<file path="config.mk">
export PLATFORM = sky130hd
export DESIGN_NAME = lcs_sequencer
export DESIGN_NICKNAME = d
export VERILOG_FILES = /design/src/include/lcs_pkg.sv /design/src/logic/lcs_sequencer.sv
export SDC_FILE = /design/constraint.sdc
export NUM_CORES = 1
export LEC_CHECK = 0
export ABC_CLOCK_PERIOD_IN_PS = 3010
export BUFFER_PORTS_ARGS = -buffer_cell sky130_fd_sc_hd__buf_2
export CORE_UTILIZATION = 45
export CTS_CLUSTER_SIZE = 12
export DETAILED_ROUTE_END_ITERATION = 8
export SETUP_SLACK_MARGIN = 0.3
export SLEW_MARGIN = 15
export SYNTH_ARGS = -nofsm -noshare
export SYNTH_HDL_FRONTEND = slang
export SYNTH_SLANG_ARGS = --single-unit
</file>
<file path="constraint.sdc">
create_clock -name clk -period 3.01 [get_ports clk]
set_clock_uncertainty 0.1 [all_clocks]
set_input_delay 0.4515 -clock clk [delete_from_list [all_inputs] [get_ports clk]]
set_output_delay 0.4515 -clock clk [all_outputs]
set_load 0.03 [all_outputs]
</file>
<file path="src/include/lcs_pkg.sv">
// constants and types for the command sequencer with row repair
package lcs_pkg;

   // clock and timing (times in ns, counts derived from the 5 ns clock)
   localparam int CLK_PERIOD_NS = 5;
   localparam int FUSE_PROGRAM_TIME_NS = 2000;
   localparam int FIX_EXIT_TIME_NS = 100;
   localparam int POST_FIX_SETTLE_TIME_NS = 500;
   // least times round up to whole cycles
   localparam int FUSE_PROGRAM_CYC = (FUSE_PROGRAM_TIME_NS + CLK_PERIOD_NS - 1) / CLK_PERIOD_NS;
   localparam int FIX_EXIT_CYC = (FIX_EXIT_TIME_NS + CLK_PERIOD_NS - 1) / CLK_PERIOD_NS;
   localparam int POST_FIX_SETTLE_CYC = (POST_FIX_SETTLE_TIME_NS + CLK_PERIOD_NS - 1) / CLK_PERIOD_NS;

   // field positions, mode register addresses and the deselect count after MPC
   localparam int FIX_ENABLE_BIT = 4;
   localparam logic [5:0] FIX_ENABLE_MODE_REGISTER = 6'h04;
   localparam logic [5:0] FIX_RESOURCE_MODE_REGISTER = 6'h19;
   localparam int MPC_NEEDS_CAS2_BIT = 6;
   localparam int DES_AFTER_MPC = 2;

   // reset value and all-bank select
   localparam logic [7:0] MR_FIX_ENABLE_RESET = 8'h00;
   localparam logic [7:0] BANK_ALL = 8'hFF;

   // first-cycle command kinds
   typedef enum logic [3:0] {
      K_MPC = 4'h0, K_PRE = 4'h1, K_REF = 4'h2, K_SRE = 4'h3,
      K_WR1 = 4'h4, K_SRX = 4'h5, K_MWR1 = 4'h6, K_RD1 = 4'h7,
      K_CAS2 = 4'h8, K_MRW1 = 4'h9, K_MRW2 = 4'hA, K_MRR1 = 4'hB,
      K_ACT1 = 4'hC, K_ACT2 = 4'hD, K_RFU = 4'hE
   } lcs_kind_t;

   // command bus phase
   typedef enum logic [0:0] {
      PH_FIRST = 1'b0,
      PH_SECOND = 1'b1
   } lcs_phase_t;

   // which second half the previous first half demands
   typedef enum logic [1:0] {
      NEED_NONE = 2'b00,
      NEED_CAS2 = 2'b01,
      NEED_ACT2 = 2'b10,
      NEED_MRW2 = 2'b11
   } lcs_need_t;

endpackage

</file>
<file path="src/logic/lcs_sequencer.sv">
// command-bus decoder, pairing monitor and fail-row repair engine
// Function
// - non-deselect commands span two cycles, deselect one
// - bank commands go to second-cycle bank field
// - all-bank flag acts on every bank
// - auto-precharge flag closes bank after access
// - on-the-fly burst flag picks 32 or 16
// - low column bits zero; masked write bits 3:2 low
// - repair availability readable from its mode register
// - at most one repaired row per bank
// - after settle time, any valid command accepted
module lcs_sequencer
   import lcs_pkg::*;
#(
   parameter logic [7:0] FIX_RESOURCE = 8'h01, // repair available
   parameter int PROG_CYC = FUSE_PROGRAM_CYC,
   parameter int EXIT_CYC = FIX_EXIT_CYC,
   parameter int SETTLE_CYC = POST_FIX_SETTLE_CYC
) (
   // clock and reset
   input wire logic clk,
   input wire logic nrst,
   // command pins
   input wire logic cs,
   input wire logic [5:0] ca,
   // configuration
   input wire logic otf_enable, // burst length chosen per command
   input wire logic fixed_bl32, // burst when on-the-fly is off
   // decoded command
   output logic cmd_valid,
   output logic [3:0] cmd_kind,
   output logic [7:0] bank_sel,
   output logic auto_pre,
   output logic burst32,
   output logic [9:0] col,
   output logic [15:0] row,
   // mode register traffic
   output logic mrr_valid,
   output logic [7:0] mrr_data,
   // repair status
   output logic fix_mode,
   output logic fix_busy,
   output logic [7:0] fix_used,
   output logic [15:0] fixed_row,
   output logic protocol_error
);

   ////////////////////////////////////////////////////////////////////
   // state
   typedef struct packed {
      logic cs_m; // first sync stage
      logic [5:0] ca_m;
      logic cs_s; // second sync stage
      logic [5:0] ca_s;
      lcs_phase_t phase;
      lcs_kind_t kind; // kind taken at first edge
      logic ca5_r1; // CA5 of the first cycle
      logic [2:0] ca_r1_low; // CA4:2 of the first cycle, middle row bits
      lcs_need_t need; // pending second half
      logic [1:0] des_left; // deselects still owed
      logic [2:0] p_bank; // bank of pending column or activate command
      logic p_ap;
      logic p_bl32;
      logic p_c9;
      logic p_mrr; // pending column pair is a mode read
      logic p_wr; // pending column pair is a write, bits 3:2 must be low
      logic [5:0] p_ma;
      logic p_op7;
      logic [5:0] row_hi;
      logic [7:0] mr4;
      logic armed; // failing row latched, programming
      logic [15:0] prog_cnt;
      logic [2:0] fix_bank;
      logic [15:0] fix_row;
      logic exiting; // fuse blown, exit time running
      logic [15:0] exit_cnt;
      logic [15:0] settle_cnt;
      logic cmd_valid;
      logic [3:0] cmd_kind;
      logic [7:0] bank_sel;
      logic auto_pre;
      logic burst32;
      logic [9:0] col;
      logic [15:0] row;
      logic mrr_valid;
      logic [7:0] mrr_data;
      logic fix_busy;
      logic [7:0] fix_used;
      logic [15:0] fixed_row;
      logic protocol_error;
   } lcs_state_t;

   lcs_state_t st;
   lcs_state_t next_st;

   ////////////////////////////////////////////////////////////////////
   // first-cycle kind from CA[4:0]
   function automatic lcs_kind_t decode_kind(input logic [4:0] c);
      lcs_kind_t k;
      k = K_RFU;
      if (c[0]) begin
         k = c[1] ? K_ACT2 : K_ACT1;
      end else begin
         case (c[4:1])
            4'h0: k = K_MPC;
            4'h8: k = K_PRE;
            4'h4: k = K_REF;
            4'hC: k = K_SRE;
            4'h2: k = K_WR1;
            4'hA: k = K_SRX;
            4'h6: k = K_MWR1;
            4'h1: k = K_RD1;
            4'h9: k = K_CAS2;
            4'h3: k = K_MRW1;
            4'hB: k = K_MRW2;
            4'h7: k = K_MRR1;
            default: k = K_RFU;
         endcase
      end
      return k;
   endfunction

   ////////////////////////////////////////////////////////////////////
   // next-state logic
   always_comb begin
      lcs_kind_t k;
      logic [2:0] ba;
      logic fixing;
      k = decode_kind(st.ca_s[4:0]);
      ba = st.ca_s[2:0];
      fixing = st.mr4[FIX_ENABLE_BIT];
      next_st = st;
      // pins pass two flops before anything reads them
      next_st.cs_m = cs;
      next_st.ca_m = ca;
      next_st.cs_s = st.cs_m;
      next_st.ca_s = st.ca_m;
      // pulses default low
      next_st.cmd_valid = 1'b0;
      next_st.mrr_valid = 1'b0;
      // repair timers
      if (st.armed && st.prog_cnt != 16'hFFFF) begin
         next_st.prog_cnt = st.prog_cnt + 16'h0001;
      end
      if (st.exiting && st.exit_cnt != 16'hFFFF) begin
         next_st.exit_cnt = st.exit_cnt + 16'h0001;
      end
      if (st.fix_busy) begin
         // device takes commands again once settle time has run out
         if (st.settle_cnt >= 16'(SETTLE_CYC - 1)) begin
            next_st.fix_busy = 1'b0;
         end
         next_st.settle_cnt = st.settle_cnt + 16'h0001;
      end

      if (st.phase == PH_FIRST) begin
         // deselect: cs low, one cycle only
         if (st.cs_s) begin
            next_st.phase = PH_SECOND;
            next_st.kind = k;
            next_st.ca5_r1 = st.ca_s[5];
            next_st.ca_r1_low = st.ca_s[4:2];
            // oscillator/calibration spacing
            if (st.des_left != 2'b00) begin
               next_st.protocol_error = 1'b1;
            end
            // any command while repair settles is illegal
            if (st.fix_busy) begin
               next_st.protocol_error = 1'b1;
            end
            // second halves must match the pending first half
            case (st.need)
               NEED_CAS2: if (k != K_CAS2) next_st.protocol_error = 1'b1;
               NEED_ACT2: if (k != K_ACT2) next_st.protocol_error = 1'b1;
               NEED_MRW2: if (k != K_MRW2) next_st.protocol_error = 1'b1;
               default: begin
                  // orphan second halves and reserved codes
                  if (k == K_CAS2 || k == K_ACT2 || k == K_MRW2 || k == K_RFU) begin
                     next_st.protocol_error = 1'b1;
                  end
               end
            endcase
            // masked write carries CA5 low
            if (k == K_MWR1 && st.ca_s[5]) begin
               next_st.protocol_error = 1'b1;
            end
         end else if (st.des_left != 2'b00) begin
            next_st.des_left = st.des_left - 2'b01;
         end
      end else begin
         // second cycle: cs must be low
         next_st.phase = PH_FIRST;
         next_st.need = NEED_NONE;
         if (st.cs_s) begin
            next_st.protocol_error = 1'b1;
         end
         next_st.cmd_kind = st.kind;
         next_st.bank_sel = 8'h01 << ba;
         next_st.auto_pre = 1'b0;
         case (st.kind)
            K_MPC: begin
               if (st.ca5_r1) begin
                  // fifo and calibration reads pair with CAS-2
                  next_st.need = NEED_CAS2;
                  next_st.p_mrr = 1'b0;
                  next_st.p_wr = 1'b0;
               end else begin
                  next_st.des_left = 2'(DES_AFTER_MPC);
                  next_st.cmd_valid = 1'b1;
               end
            end
            K_PRE, K_REF: begin
               next_st.cmd_valid = 1'b1;
               // all-bank flag overrides the bank field
               if (st.ca5_r1) begin
                  next_st.bank_sel = BANK_ALL;
               end
               // precharge ending a repair commits the fuse
               if (st.kind == K_PRE && fixing && st.armed) begin
                  next_st.armed = 1'b0;
                  if (st.prog_cnt < 16'(PROG_CYC) || st.fix_used[st.fix_bank]) begin
                     next_st.protocol_error = 1'b1;
                  end else begin
                     next_st.fix_used[st.fix_bank] = 1'b1;
                     next_st.fixed_row = st.fix_row;
                     next_st.exiting = 1'b1;
                     next_st.exit_cnt = 16'h0000;
                  end
               end
            end
            K_WR1, K_MWR1, K_RD1: begin
               next_st.need = NEED_CAS2;
               next_st.p_mrr = 1'b0;
               next_st.p_bank = ba;
               next_st.p_c9 = st.ca_s[4];
               next_st.p_wr = (st.kind != K_RD1);
               next_st.p_ap = st.ca_s[5];
               // masked write is always burst 16
               if (st.kind == K_MWR1) begin
                  next_st.p_bl32 = 1'b0;
               end else begin
                  next_st.p_bl32 = otf_enable ? st.ca5_r1 : fixed_bl32;
               end
            end
            K_MRR1: begin
               next_st.need = NEED_CAS2;
               next_st.p_mrr = 1'b1;
               next_st.p_ma = st.ca_s;
            end
            K_CAS2: begin
               next_st.cmd_valid = 1'b1;
               next_st.bank_sel = 8'h01 << st.p_bank;
               next_st.auto_pre = st.p_ap;
               next_st.burst32 = st.p_bl32;
               // low two column bits never sent, read as zero
               next_st.col = {st.p_c9, st.ca5_r1, st.ca_s, 2'b00};
               // write halves must also send bits 3:2 low
               if ((st.need == NEED_CAS2) && !st.p_mrr && st.p_wr && st.ca_s[1:0] != 2'b00) begin
                  next_st.protocol_error = 1'b1;
               end
               if (st.p_mrr) begin
                  next_st.mrr_valid = 1'b1;
                  // repair resource report
                  if (st.p_ma == FIX_RESOURCE_MODE_REGISTER) begin
                     next_st.mrr_data = FIX_RESOURCE;
                  end else if (st.p_ma == FIX_ENABLE_MODE_REGISTER) begin
                     next_st.mrr_data = st.mr4;
                  end else begin
                     next_st.mrr_data = 8'h00;
                  end
               end
            end
            K_MRW1: begin
               next_st.need = NEED_MRW2;
               next_st.p_ma = st.ca_s;
               next_st.p_op7 = st.ca5_r1;
            end
            K_MRW2: begin
               next_st.cmd_valid = 1'b1;
               if (st.p_ma == FIX_ENABLE_MODE_REGISTER) begin
                  next_st.mr4 = {st.p_op7, st.ca5_r1, st.ca_s};
                  // leaving repair before the exit time is illegal
                  if (fixing && !st.ca_s[FIX_ENABLE_BIT]) begin
                     if (st.armed || (st.exiting && st.exit_cnt < 16'(EXIT_CYC))) begin
                        next_st.protocol_error = 1'b1;
                     end
                     next_st.exiting = 1'b0;
                     next_st.armed = 1'b0;
                     next_st.fix_busy = 1'b1;
                     next_st.settle_cnt = 16'h0000;
                  end
               end
            end
            K_ACT1: begin
               next_st.need = NEED_ACT2;
               next_st.p_bank = ba;
               // row 15:12 from the first cycle, 11:10 from the second
               next_st.row_hi = {st.ca5_r1, st.ca_r1_low, st.ca_s[5:4]};
            end
            K_ACT2: begin
               next_st.cmd_valid = 1'b1;
               next_st.bank_sel = 8'h01 << st.p_bank;
               next_st.row = {st.row_hi, st.ca5_r1, st.ca_r1_low, st.ca_s};
               // activate in repair mode names the failing row
               if (fixing) begin
                  next_st.armed = 1'b1;
                  next_st.prog_cnt = 16'h0000;
                  next_st.fix_bank = st.p_bank;
                  next_st.fix_row = {st.row_hi, st.ca5_r1, st.ca_r1_low, st.ca_s};
               end
            end
            default: begin
               next_st.cmd_valid = (st.kind != K_RFU);
            end
         endcase
      end
   end

   ////////////////////////////////////////////////////////////////////
   // state register; error sticks until reset reinitialises the part
   always_ff @(posedge clk or negedge nrst) begin
      if (!nrst) begin
         st <= '0;
         st.mr4 <= MR_FIX_ENABLE_RESET;
      end else begin
         st <= next_st;
      end
   end

   ////////////////////////////////////////////////////////////////////
   // outputs straight from the state flops
   assign cmd_valid = st.cmd_valid;
   assign cmd_kind = st.cmd_kind;
   assign bank_sel = st.bank_sel;
   assign auto_pre = st.auto_pre;
   assign burst32 = st.burst32;
   assign col = st.col;
   assign row = st.row;
   assign mrr_valid = st.mrr_valid;
   assign mrr_data = st.mrr_data;
   assign fix_mode = st.mr4[FIX_ENABLE_BIT];
   assign fix_busy = st.fix_busy;
   assign fix_used = st.fix_used;
   assign fixed_row = st.fixed_row;
   assign protocol_error = st.protocol_error;

endmodule // lcs_sequencer

</file>
# Yosys cells after proc, flatten, opt, wreduce, memory -nomap -nowiden
# Memory sizes are Yosys's and may differ from the RTL's.
# Index checks and enable logic that the tools add are counted.
# Widths: inputs -> output; s select.
# classes
magnitude_cmp	5
n_addsub	4
shifts	2
mux	73
n_reduce_logical	52
bitwise_logic	3
eq_ne	37
# op_table
op	n
$mux 143	1
$mux 16	8
$add 16x1->16 const B	3
$mux 24	2
$eq 4x4->1 const B	10
$mux 36	1
$mux 35	1
$mux 17	2
$mux 1	32
$ne 16x16->1 const B	2
$mux 9	3
$mux 25	1
$mux 8	3
$eq 4x3->1 const B	4
$ge 16x7->1 const B	1
$lt 16x5->1 const B	1
$lt 16x9->1 const B	1
$ne 2x2->1 const B	8
$ne 4x4->1 const B	4
$pmux 8 s2	1
$reduce_and 2->1	8
$shl 1x3->8 const A	2
$pmux 1 s3	5
$reduce_and 3->1	5
33 further kinds	67
# word_totals
inputBits	11
memories	1
regBits	199
romBits	64
out_inout_bits	77
# memory_table
memory	words	width	read_ports	rd_clocked_by_memory_dff	wr	line	rtl
(no name shown)	16	4	1	0	0	lcs_sequencer.sv:104	case (c[4:1])

# Depth between registers and ports, before layout
# depth
word_depth	11
depth_mapped	8

# Worst setup path after synthesis
# No wires, ideal clock.
# synth_timing
path_kind	reg-to-reg
startpoint	reg st[189] (netlist name)
endpoint	reg st (netlist bit protocol_error)
stages_incl_launch_ff	9
setup_time_ps	126
required_time_ps	2784
arrival_ps	2366
path_slack_ps	418
path_buffers	0
period_less_slack_ps	2592
path_cell_list	dfrtp_1 > clkinv_1 > ha_1 > and3_2 > a211oi_1 > nor2_1 > or4_1 > and3_1 > a221o_1
# synth_between
elab_chain_cells	11
# synth_lines
item	line	rtl
start: declaration	lcs_sequencer.sv:93	lcs_state_t st;
start signal: assignment	lcs_sequencer.sv:326	st <= next_st;
$mem_v2 16x4 *	n/a	
$mux 4 *	lcs_sequencer.sv:101	if (c[0]) begin
$eq 4x4->1	lcs_sequencer.sv:178	if (k == K_CAS2 || k == K_ACT2 || k == K_MRW2 || k == K_RFU) begin
$logic_or 1x1->1 (3 in a row)	lcs_sequencer.sv:178	
$mux 1	lcs_sequencer.sv:178	
$pmux 1 s3	lcs_sequencer.sv:172	case (st.need)
$mux 1 *	lcs_sequencer.sv:184	if (k == K_MWR1 && st.ca_s[5]) begin
$mux 1 *	lcs_sequencer.sv:158	if (st.cs_s) begin
$mux 1 *	lcs_sequencer.sv:156	if (st.phase == PH_FIRST) begin
# Every way passes the cells marked *; elsewhere a longest branch is shown, timed or not. The select of a mux whose other input is x is not followed.
# A chain may end at the register's enable or synchronous reset.

# Final worst setup path
# layout_timing
startpoint	reg st[188] (netlist name)
endpoint	reg st (netlist bit protocol_error)
# layout_between
elab_chain_cells	11
# layout_lines
item	line
$mem_v2 16x4 / $mux 1 (equally long branches)	n/a
$mux 4	lcs_sequencer.sv:101
$eq 4x4->1	lcs_sequencer.sv:178
$logic_or 1x1->1 (3 in a row)	lcs_sequencer.sv:178
$mux 1	lcs_sequencer.sv:178
$pmux 1 s3	lcs_sequencer.sv:172
$mux 1	lcs_sequencer.sv:184
$mux 1	lcs_sequencer.sv:158
$mux 1 *	lcs_sequencer.sv:156
# Marked as above.

==> results.toml <==
[setup_path]
end_kind = "flip-flop"
rr_worst_depth = 9
crit_required_ns = 3.23
arrival_ns = 2.73
crit_type = "flip-flop to flip-flop"
rrSetupSlack_ns = 0.50
r2r-start = "st[188]$_DFF_PN0_"
startpoint_type = "flip-flop"
cp_max_fo = 8
worst_r2r_endpoint = "protocol_error$_DFFE_PN0P_"

[floorplanning]
coreArea_mm2 = 0.0198
dieArea_mm2 = 0.0210
die_w_um = 145
initial_core_util_pct = 46.6
dieHeight_um = 145
rows = 51
io_pins = 88

[routing]
drt_wl_total_um = 18900
first_pass_iters = 5
ant_nets = 0
via_per_inst = 5.25
post_drt_wl_per_cell_um = 16.3
drc = 0
dr_total_vias = 6081
drt_iter0_drc = 386

[yosys]
syn_area_mm2 = 0.00921
synth_flop_cell = "dfrtp_1"
avgSynthCellArea_um2 = 10.7
synthXorXnorAreaFrac_pct = 4.47
synth_top_area_share_pct = 54.1
synth_top_area_cell = "dfrtp_1"
synthArstFlopShare_pct = 100
synth_common_cells = "dfrtp_1, nand2_1, nor2_1, buf_4, mux2_2"
synth_edf_count = 0
synth_most_common_cell = "dfrtp_1"
synth_compound_gate_area_share_pct = 7.33
ys_seq_area_share_pct = 54.1
synth_adder_area_share_pct = 1.09
synth_top_family_by_area = "simple AND/OR/NAND/NOR gates"
muxShareOfSynthArea_pct = 8.73
synthSimpleGateAreaFrac_pct = 15.6
yosys-top-cells-area = "dfrtp_1, mux2_2, buf_4"
ys_seq_elements = 199
syn_inst = 861
synth.distinct_cells = 67
yosys_warnings = 0

[worst_hold_path]
whs_endpoint = "next_st[189]$_DFF_PN0_"
holdPathStages = 1
hold_class = "input pin to flip-flop"
worstHoldStart = "ca[2]"

[pwr]
vdd_ir_drop_max_v = 0.000500
p_per_area_mw_per_mm2 = 685
p_leak_nw = 4.92

[final_layout]
drive_gt1_share_pct = 24.8
final_area_mm2 = 0.0101
layout.nets = 900
area_growth_pct = 9.96
diodes = 0

[sta]
slew_viol_final = 0
finalCriticalPeriod_ns = 2.51
timing.fmax_mhz = 398
tns_ns = 0
finalSetupViolCount = 0
post-route-period-util_pct = 83.4
hold_viol_final = 0
rsz0062_at_grt = "no"
relSlewSlack_pct = 46.0
worst_pin_slew_ns = 0.806

[place]
postPlaceCellArea_mm2 = 0.00947
hpwlAfterDp_um = 12700
portBuffers = 85
routabilityCongestion = 0.836

[global_routing]
antenna_found_initial = 0
globalRouteTotalUtil_pct = 18.9
grt_max_degree = 58
overflow = 0
grt_pass1_wl_um = 31700
grt_pass1_vias = 5827

[run_status]
outcome = "finished clean"

[cts]
cts_made_buffers = 17
cts_root_buf = "clkbuf_16"
clkLatencyLatePin_ns = 0.44
cts.clk_slew.worst_paths_ns = 0.08
clock_sinks = 199
clk_path_buf_depth = 2
cts_tree = "done"
htreeDepth = 4

[flow_run]
cap_violations = 0
what timing repair did:
item | CTS | global route
resized for setup | 0 | 1
setup buffers | 0 | 0
setup endpoints to repair | 0 | 1
endpoints found under the hold margin | 54 | 0
hold buffers | 6 | 0
metal layers:
layer | global-route usage (%) | vias up | wire length [um]
met3 | 4.21 | 18 | 666
met4 | 5.32 | 0 | 280
met5 | 0 | - | 0
li1 | - | 2927 | -
met1 | 27.8 | 3027 | 9480
met2 | 27.9 | 109 | 8430
cells by family after synthesis:
logic type                 Yosys count
AOI/OAI and AO/OA                  102
xor gates and xnor gates            47
adders and majority gates            8
buffers and inverters              132
DFF                                199
muxes                               70
other                                1
and+or+nand+nor                    302
registers in the layout, summed over array words and instances, names as in the netlist, 7 cells and up:
| register | count |
|---|---|
| bank_sel | 8 |
| col | 8 |
| fix_used | 8 |
| fixed_row | 16 |
| mrr_data | 8 |
| next_st | 7 |
| row | 16 |
| st | 117 |
critical path, stage by stage, from the launching register on:
cell      delay (ns)
dfrtp_2         0.47
inv_1           0.09
buf_4           0.16
ha_1            0.15
nand2_1         0.06
a311oi_2        0.33
a21oi_2         0.09
or4_1           0.46
and3_1          0.19
a221o_1         0.31
per-stage QoR:
| step | std cells | hold slack (ns) | setup slack, ns | utilization (%) | power (mW) |
|---|---|---|---|---|---|
| 2_1_floorplan | 862 | 0.0559 | 0.418 | - | 4.51 |
| 3_3_place_gp | 1121 | 0.234 | 0.493 | 47.9 | 4.69 |
| 3_5_place_dp | 1121 | 0.235 | 0.445 | 47.9 | 4.71 |
| 4_1_cts | 1159 | 0.000321 | 0.439 | 51.2 | 7.00 |
| 5_1_grt | 1159 | 0.000851 | 0.350 | 51.2 | 7.27 |
| 6_report | 1159 | 0.0206 | 0.499 | 51.2 | 6.94 |
placed cells by master, fill, tap and decap left out, drive strengths merged, types with 3 or more instances in the layout:
cell type	n
o21ai	37
inv	24
or4	3
nand3	16
a31o	5
nor4	15
clkbuf	21
mux2i	5
o211ai	3
and2	4
or3	3
nor3	13
a21oi	13
nand4b	4
nand2	116
nor2	76
xnor2	15
a31oi	12
xor2	32
nand2b	3
clkinv	6
dfrtp	199
buf	106
a21o	4
a41o	3
and3	11
ha	8
dlygate4sd3	6
mux2	63
a211oi	5
nand4	19
and4	8
power by group:
part | internal [mW] | leakage, nW | switching [mW]
logic | 0.491 | 2.00 | 0.796
registers | 3.04 | 2.63 | 0.335
clock network | 1.17 | 0.292 | 1.10
cell type report:
cell class	instances	area, um^2
flip-flops and latches	199	4980
multi-input cells	531	3450
well taps	265	332
clock inverters	12	130
fillers	1819	9650
repair buffers	113	697
clock buffers	20	467
inverters	19	71.3
worst max path at each step:
stage                         from                          to  slack, ns  cells past startpoint
4_1_cts          st[188]$_DFF_PN0_  protocol_error$_DFFE_PN0P_       0.44                      8
5_1_grt        st[126]$_DFFE_PN0P_    fixed_row[1]$_DFFE_PN0P_       0.35                      6
3_5_place_dp     st[188]$_DFF_PN0_  protocol_error$_DFFE_PN0P_       0.45                      8
6_report         st[188]$_DFF_PN0_  protocol_error$_DFFE_PN0P_       0.50                      9
2_1_floorplan    st[189]$_DFF_PN0_  protocol_error$_DFFE_PN0P_       0.42                      8
3_3_place_gp     st[188]$_DFF_PN0_  protocol_error$_DFFE_PN0P_       0.49                      8
Note: power is estimated with default switching activity, not from simulation.
